### src/hw/cag_defs.svh
// constants of the cpu address generation block
`ifndef CAG_DEFS_SVH
`define CAG_DEFS_SVH
`define CAG_CSP_ADDR  16'hfe08
`define CAG_DATA_PAGE_REGISTER_0_ADDR 16'hfe20
`define CAG_DATA_PAGE_REGISTER_1_ADDR 16'hfe22
`define CAG_DATA_PAGE_REGISTER_2_ADDR 16'hfe24
`define CAG_DATA_PAGE_REGISTER_3_ADDR 16'hfe26
`define CAG_CSP_RST   8'h00
`define CAG_IP_RST    16'h0000
`define CAG_LVL_RST   4'h0
`define CAG_LVL_TOP   4'hf
`define CAG_DATA_PAGE_REGISTER_0_RST  10'h000
`define CAG_DATA_PAGE_REGISTER_1_RST  10'h001
`define CAG_DATA_PAGE_REGISTER_2_RST  10'h002
`define CAG_DATA_PAGE_REGISTER_3_RST  10'h003
`endif

### src/hw/cag_pkg.sv
// types of the cpu address generation block
package cag_pkg;
	typedef enum logic [1:0] {CAG_SEGW_8, CAG_SEGW_4, CAG_SEGW_2} cag_segw_e;
	typedef enum logic [1:0] {CAG_DK_LONG, CAG_DK_OVERRIDE, CAG_DK_PEC} cag_dkind_e;
	typedef logic [9:0] cag_page_t;
	typedef struct packed {
		logic            global_interrupt_enable;
		logic [3:0]      level;
		logic [15:0]     ip;
		logic [7:0]      code_segment_register;
		cag_page_t [3:0] dpp;
		cag_page_t [3:0] dpp_stage;
		cag_page_t [3:0] dpp_eff;
		logic [15:0]     rdata;
		logic [23:0]     data_phys;
		logic            data_valid;
		logic [7:0]      ext_seg;
		logic            ext_seg_en;
	} cag_state_s;
endpackage : cag_pkg

### src/hw/cag_xl_if.sv
// carrier between the core and the page translator
`timescale 1ns/1ps
interface cag_xl_if;
	import cag_pkg::*;
	cag_page_t [3:0] page;
	logic            seg_mode;
	logic [15:0]     addr16;
	cag_dkind_e      kind;
	cag_page_t       ovr_page;
	logic [23:0]     phys;
	cag_page_t       sel_page;
	modport core (output page, seg_mode, addr16, kind, ovr_page, input phys, sel_page);
	modport xl (input page, seg_mode, addr16, kind, ovr_page, output phys, sel_page);
endinterface : cag_xl_if

### src/hw/cag_page_xlate.sv
// data page translation of a 16-bit data address
`timescale 1ns/1ps
module cag_page_xlate (
	cag_xl_if.xl xl
);
	import cag_pkg::*;

	always_comb
	begin
		xl.sel_page = xl.page[xl.addr16[15:14]];
		xl.phys     = {8'h00, xl.addr16};
		unique case (xl.kind)
		CAG_DK_LONG:
		begin
			if (xl.seg_mode)
				xl.phys = {xl.sel_page, xl.addr16[13:0]};
			else
				xl.phys = {8'h00, xl.sel_page[1:0], xl.addr16[13:0]};
		end
		CAG_DK_OVERRIDE:
		begin
			xl.sel_page = xl.ovr_page;
			xl.phys     = {xl.ovr_page, xl.addr16[13:0]};
		end
		default:
		begin
			// peripheral event transfers stay flat in segment 0
			xl.sel_page = '0;
			xl.phys     = {8'h00, xl.addr16};
		end
		endcase
	end
endmodule : cag_page_xlate

### src/hw/cag_core.sv
// interrupt status, fetch offset, code segment and data page logic
`timescale 1ns/1ps
`include "cag_defs.svh"
module cag_core (
	// clock and reset
	input  logic               clk,
	input  logic               rst,
	// memory mode
	input  logic               seg_mode,
	input  cag_pkg::cag_segw_e seg_width,
	// interrupt status
	input  logic               psw_wr,
	input  logic               psw_ien,
	input  logic [3:0]         psw_level,
	input  logic               irq_req,
	input  logic [3:0]         irq_level,
	input  logic               nmi_req,
	input  logic               trap_hw_req,
	output logic               irq_grant,
	output logic               ien_out,
	output logic [3:0]         level_out,
	// interrupt and trap entry
	input  logic               intr_accept,
	input  logic [3:0]         intr_level,
	input  logic               trap_sw,
	input  logic [15:0]        vector_off,
	// code flow
	input  logic               fetch_adv,
	input  logic [3:0]         fetch_step,
	input  logic               branch_take,
	input  logic [15:0]        branch_off,
	input  logic               far_take,
	input  logic [7:0]         far_seg,
	input  logic [15:0]        far_off,
	input  logic               ret_take,
	input  logic [15:0]        ret_off,
	input  logic               instr_end,
	// code address
	input  logic               code_ext,
	output logic [23:0]        code_addr,
	// data address
	input  logic               data_req,
	input  cag_pkg::cag_dkind_e data_kind,
	input  logic [15:0]        data_addr,
	input  cag_pkg::cag_page_t data_ovr_page,
	input  logic               data_ext,
	output logic [23:0]        data_phys,
	output logic               data_valid,
	// special function register access
	input  logic [15:0]        sfr_addr,
	input  logic               sfr_wr,
	input  logic [15:0]        sfr_wdata,
	input  logic               sfr_rd,
	output logic [15:0]        sfr_rdata,
	// upper external address pins
	output logic [7:0]         ext_seg_out,
	output logic               ext_seg_en
);
	import cag_pkg::*;

	cag_state_s s_reg;
	cag_state_s s_next;
	cag_xl_if   xl ();

	// low bits of a segment or page field as the pin width asks
	function automatic logic [7:0] seg_bits(input logic [7:0] v, input cag_segw_e w);
		logic [7:0] r;
		r = v;
		unique case (w)
		CAG_SEGW_8: r = v;
		CAG_SEGW_4: r = {4'h0, v[3:0]};
		CAG_SEGW_2: r = {6'h00, v[1:0]};
		default:    r = v;
		endcase
		return r;
	endfunction : seg_bits

	cag_page_xlate u_xlate (
		.xl (xl.xl)
	);

	assign xl.page     = s_reg.dpp_eff;
	assign xl.seg_mode = seg_mode;
	assign xl.addr16   = data_addr;
	assign xl.kind     = data_kind;
	assign xl.ovr_page = data_ovr_page;

	assign irq_grant = trap_hw_req | nmi_req | (s_reg.global_interrupt_enable & irq_req
		& (s_reg.level != `CAG_LVL_TOP) & (irq_level > s_reg.level));
	assign ien_out   = s_reg.global_interrupt_enable;
	assign level_out = s_reg.level;

	assign code_addr   = seg_mode ? {s_reg.code_segment_register, s_reg.ip} : {8'h00, s_reg.ip};
	assign data_phys   = s_reg.data_phys;
	assign data_valid  = s_reg.data_valid;
	assign sfr_rdata   = s_reg.rdata;
	assign ext_seg_out = s_reg.ext_seg;
	assign ext_seg_en  = s_reg.ext_seg_en;

	always_comb
	begin
		s_next            = s_reg;
		s_next.data_valid = 1'b0;
		if (intr_accept)
			s_next.level = intr_level;
		else if (psw_wr)
		begin
			s_next.global_interrupt_enable   = psw_ien;
			s_next.level = psw_level;
		end
		if (intr_accept || trap_sw)
		begin
			s_next.code_segment_register = `CAG_CSP_RST;
			s_next.ip  = vector_off;
		end
		else if (far_take)
		begin
			s_next.code_segment_register = far_seg;
			s_next.ip  = far_off;
		end
		else if (ret_take)
			s_next.ip = ret_off;
		else if (branch_take)
			s_next.ip = branch_off;
		else if (fetch_adv)
			s_next.ip = s_reg.ip + 16'(fetch_step);
		if (sfr_wr)
		begin
			unique case (sfr_addr)
			`CAG_DATA_PAGE_REGISTER_0_ADDR: s_next.dpp[0] = sfr_wdata[9:0];
			`CAG_DATA_PAGE_REGISTER_1_ADDR: s_next.dpp[1] = sfr_wdata[9:0];
			`CAG_DATA_PAGE_REGISTER_2_ADDR: s_next.dpp[2] = sfr_wdata[9:0];
			`CAG_DATA_PAGE_REGISTER_3_ADDR: s_next.dpp[3] = sfr_wdata[9:0];
			default:        s_next.dpp    = s_reg.dpp;
			endcase
		end
		if (instr_end)
		begin
			s_next.dpp_stage = s_reg.dpp;
			s_next.dpp_eff   = s_reg.dpp_stage;
		end
		if (sfr_rd)
		begin
			unique case (sfr_addr)
			`CAG_CSP_ADDR:  s_next.rdata = {8'h00, s_reg.code_segment_register};
			`CAG_DATA_PAGE_REGISTER_0_ADDR: s_next.rdata = {6'h00, s_reg.dpp[0]};
			`CAG_DATA_PAGE_REGISTER_1_ADDR: s_next.rdata = {6'h00, s_reg.dpp[1]};
			`CAG_DATA_PAGE_REGISTER_2_ADDR: s_next.rdata = {6'h00, s_reg.dpp[2]};
			`CAG_DATA_PAGE_REGISTER_3_ADDR: s_next.rdata = {6'h00, s_reg.dpp[3]};
			default:        s_next.rdata = 16'h0000;
			endcase
		end
		if (data_req)
		begin
			s_next.data_phys  = xl.phys;
			s_next.data_valid = 1'b1;
		end
		s_next.ext_seg    = 8'h00;
		s_next.ext_seg_en = 1'b0;
		if (seg_mode && data_req && data_ext)
		begin
			s_next.ext_seg    = seg_bits(xl.sel_page[9:2], seg_width);
			s_next.ext_seg_en = 1'b1;
		end
		else if (seg_mode && code_ext)
		begin
			s_next.ext_seg    = seg_bits(s_reg.code_segment_register, seg_width);
			s_next.ext_seg_en = 1'b1;
		end
	end

	always_ff @(posedge clk)
	begin
		if (rst)
		begin
			s_reg            <= '0;
			s_reg.level      <= `CAG_LVL_RST;
			s_reg.ip         <= `CAG_IP_RST;
			s_reg.code_segment_register        <= `CAG_CSP_RST;
			s_reg.dpp        <= {`CAG_DATA_PAGE_REGISTER_3_RST, `CAG_DATA_PAGE_REGISTER_2_RST, `CAG_DATA_PAGE_REGISTER_1_RST, `CAG_DATA_PAGE_REGISTER_0_RST};
			s_reg.dpp_stage  <= {`CAG_DATA_PAGE_REGISTER_3_RST, `CAG_DATA_PAGE_REGISTER_2_RST, `CAG_DATA_PAGE_REGISTER_1_RST, `CAG_DATA_PAGE_REGISTER_0_RST};
			s_reg.dpp_eff    <= {`CAG_DATA_PAGE_REGISTER_3_RST, `CAG_DATA_PAGE_REGISTER_2_RST, `CAG_DATA_PAGE_REGISTER_1_RST, `CAG_DATA_PAGE_REGISTER_0_RST};
		end
		else
			s_reg <= s_next;
	end

	logic quiet_flow;
	assign quiet_flow = !intr_accept && !trap_sw && !far_take && !ret_take && !branch_take;
endmodule : cag_core

### config.mk
export PLATFORM = sky130hd
export DESIGN_NAME = cag_core
export DESIGN_NICKNAME = d
export VERILOG_FILES = /design/src/hw/cag_pkg.sv /design/src/hw/cag_xl_if.sv /design/src/hw/cag_page_xlate.sv /design/src/hw/cag_core.sv
export VERILOG_INCLUDE_DIRS = /design/src /design/src/hw
export SDC_FILE = /design/constraint.sdc
export NUM_CORES = 1
export LEC_CHECK = 0
export BUFFER_PORTS_ARGS = -buffer_cell sky130_fd_sc_hd__buf_2
export CORE_ASPECT_RATIO = 2
export CORE_UTILIZATION = 48
export CTS_CLUSTER_SIZE = 14
export DETAILED_ROUTE_END_ITERATION = 6
export GPL_ROUTABILITY_DRIVEN = 0
export PLACE_DENSITY = 0.77
export SLEW_MARGIN = 10
export SYNTH_ARGS = -nofsm -noshare
export SYNTH_HDL_FRONTEND = slang
export SYNTH_SLANG_ARGS = --single-unit
export TNS_END_PERCENT = 30
### constraint.sdc
create_clock -name clk -period 1.98 [get_ports clk]
set_input_delay 0.198 -clock clk [delete_from_list [all_inputs] [get_ports clk]]
set_output_delay 0.198 -clock clk [all_outputs]
set_load 0.02 [all_outputs]
==> results by group <==
Global routing
  – Routing usage on met2: 0.520
  – GR Util met1: 0.264
  – Vias in the first global route: 8463
  – GRT Max-Usage Layer: met2
  – Met3 GRT Util: 0.0632
  – Largest net degree at the start of global routing: 132
  – GRT Util Overall: 0.288
  – GRT overflow: 0
  – First-pass GRT wire length: 43900 um
  – Initial antenna violation count: 1

Synth
  – Post-Syn Area: 0.00943 sq mm
  – Post-synth EDFFs: 0
  – Warning count from the yosys run: 0
  – Yosys cell types: 71
  – Post-synthesis area per instance: 8.91 sq um
  – Sequential fraction of the synthesis area: 0.410
  – Post-synthesis register bit count: 193
  – Cell taking the most area after synthesis: dfxtp_1
  – FFs w/ async S/R, synth: 0
  – Commonest cells post-synth: dfxtp_1 (193), nor2_1 (157), mux2i_1 (123), a21oi_1 (69), buf_4 (69)
  – Synth top area cells: dfxtp_1 (41%), mux2i_1 (13%), nor2_1 (6.3%)
  – Area share of the largest cell type after synthesis: 0.410
  – Most used DFF post-synth: dfxtp_1
  – Synth Instances: 1058
  – Most common cell in the synthesized netlist: dfxtp_1

Die
  – Die area: 0.0202 sq mm
  – Core Footprint: 0.0193 sq mm
  – I/O pin count: 250
  – Die W: 101 um
  – Initial Util: 0.489
  – Site row count: 72
  – Die height: 200 um

Power and ir drop
  – Comb power frac: 0.133
  – Switching Share: 0.278
  – Leak: 4.97 nW
  – Peak supply drop: 0.546 mV
  – Cell area power density: 755 mW/mm^2
  – Power Total: 8.67 mW
  – Sw Pwr: 2.41 mW
  – Pint: 6.26 mW
  – Clk network pwr share: 0.403
  – Flop pwr share: 0.464

Clock tree
  – Max Buffers Root-to-Sink: 2
  – Clock root buffer master: clkbuf_16
  – Clock transition at path regs: 80 ps
  – Worst-skew pair later-pin latency: 430 ps
  – # clock sinks: 193
  – CTS tree: yes
  – Number of buffers created by CTS: 17
  – CTS H-tree depth: 4

Drt
  – Number of DRC markers in iteration 0: 473
  – # DRC: 0
  – Drt wl/cell: 19.2 um
  – TritonRoute pass-1 iters: 5
  – Final WL: 29100 um
  – Vias: 8482
  – Routed Antenna Nets: 0
  – Drt via density: 5.57

Final layout
  – Multi-input logic area: 0.00473 sq mm
  – Final-stage net count: 1428
  – Fill count: 1752
  – Area Growth Syn to Fin: 21.8%
  – Share of post-route cells with drive strength above 1: 0.289
  – FF+latch area: 0.00387 sq mm
  – Max reg flops: 144
  – Post-Layout Inst Area: 0.0115 sq mm

Placed design
  – Hpwl dp: 21600 um
  – Placed cell area: 0.0106 sq mm
  – Port Buffer Count: 237

Timing
  – PnR worst setup slack: -69.4 ps
  – Slew Limit Fails: 0
  – Peak Freq: 488 MHz
  – Fin crit period: 2050 ps
  – RSZ-0062 raised after global routing: yes
  – Max transition margin: 0.576
  – Slew @ Worst Pin: 630 ps
  – Setup Skew: 8.55 ps
  – Final period util: 1.04
  – # setup viols final: 3
  – Final hold violation count: 0

Critical path
  – CP endpoint kind: flop
  – Critical path required time: 2300 ps
  – Crit path DAT: 2370 ps
  – Setup crit start kind: flop
  – Crit path kind: flop to flop
  – Max FO, Critical Path: 4

Outcome
  – Failing checks: setup timing
  – Outcome: complete, but fails checks

Run
  – Max cap viols: 0

Worst hold path
  – Hold Path Class: primary input to flop
==> metal layers <==
metal,vias to the layer above,wire [um],part of all wire
li1,4053,-,-
met1,3959,9690,0.33
met2,354,15300,0.53
met3,116,1550,0.053
met4,0,2580,0.089
met5,-,0,0
==> placed cells by master, fill, tap and decap left out, types with 8 or more instances in the layout <==
cell and count:
nor2_1 157, a211oi_1 11, o21ai_0 25, mux4_2 10
and2_1 8, a221oi_1 16, dlygate4sd3_1 20, mux2i_1 123
buf_2 234, inv_1 26, dfxtp_1 191, o211ai_1 11
a211o_1 12, clkbuf_16 17, nor2b_1 15, o32ai_1 8
a21oi_1 66, buf_4 47, or2_2 8, o22ai_1 12
nand2_1 59, nand3_1 40, a22oi_1 14
==> critical path, stage by stage (launching register included) <==
cell and delay, ps:
dfxtp_2 340, ha_4 170, fa_2 360, a211oi_4 320
nor4_4 100, a2111o_1 380, a32oi_1 180, o22ai_1 90
==> through the flow <==
| step | util | setup TNS [ps] | setup slack, ps | hold WS, ps | instances |
|---|---|---|---|---|---|
| 2_1_floorplan | - | -228 | -85.7 | 316 | 1063 |
| 3_3_place_gp | 0.550 | -337 | -105 | 433 | 1465 |
| 3_5_place_dp | 0.550 | -644 | -120 | 441 | 1465 |
| 4_1_cts | 0.594 | -189 | -85.6 | 3.98 | 1518 |
| 5_1_grt | 0.595 | -868 | -125 | 26.4 | 1521 |
| 6_report | 0.596 | -157 | -69.4 | 16.5 | 1522 |
==> final timing paths <==
path                            depth (start not counted)                         end                       start  slack, ps
worst max-delay path                                    7     s_reg[188]$_SDFFE_PP0P_     s_reg[178]$_SDFFE_PP0P_        -70
worst min-delay path                                    3        ien_out$_SDFFE_PP0P_                     psw_ien         20
worst max register to register                          7     s_reg[188]$_SDFFE_PP0P_     s_reg[178]$_SDFFE_PP0P_        -70
worst min register to register                          2  data_phys[16]$_SDFFE_PP0P_  data_phys[16]$_SDFFE_PP0P_        470
==> logic make-up (layout without fill, tap and decap cells) <==
logic type,Yosys count,count (layout),share of synthesized area
AOI/OAI and AO/OA,204,204,0.143
xor gates and xnor gates,6,6,0.00557
adders and majority gates,10,10,0.0141
buffers and inverters,168,366,0.0986
DFF,193,193,0.410
muxes,135,135,0.157
other,1,8,0.000398
and+or+nand+nor,341,341,0.172
==> power by group through the flow <==
stage               clock, mW  sequential [mW]  combinational, mW
floorplan                   0             4.10              0.727
global placement            0             4.11               1.06
detailed placement          0             4.11               1.08
CTS                      3.56             4.02               1.13
global route             3.73             4.03               1.24
finish                   3.49             4.03               1.15
==> final cells by class <==
class                           count  share of cell area
Tap cell                          259              0.0282
Multi-Input combinational cell    702               0.412
Clock buffer                       17              0.0371
Antenna cell                        2            0.000436
Inverter                           27             0.00883
Clock inverter                     15              0.0157
Timing Repair Buffer              307               0.161
Sequential cell                   193               0.337
==> timing repair <==
action | 4_1_cts | 5_1_grt
hold endpoints to repair | 20 | 0
gates resized for setup | 7 | 5
pin swaps | 12 | 4
cloned | 0 | 0
setup endpoints to repair | 12 | 10
buffers inserted | 1 | 2
hold buffers | 20 | 0
No activity file was read; power rests on OpenSTA's default activity.
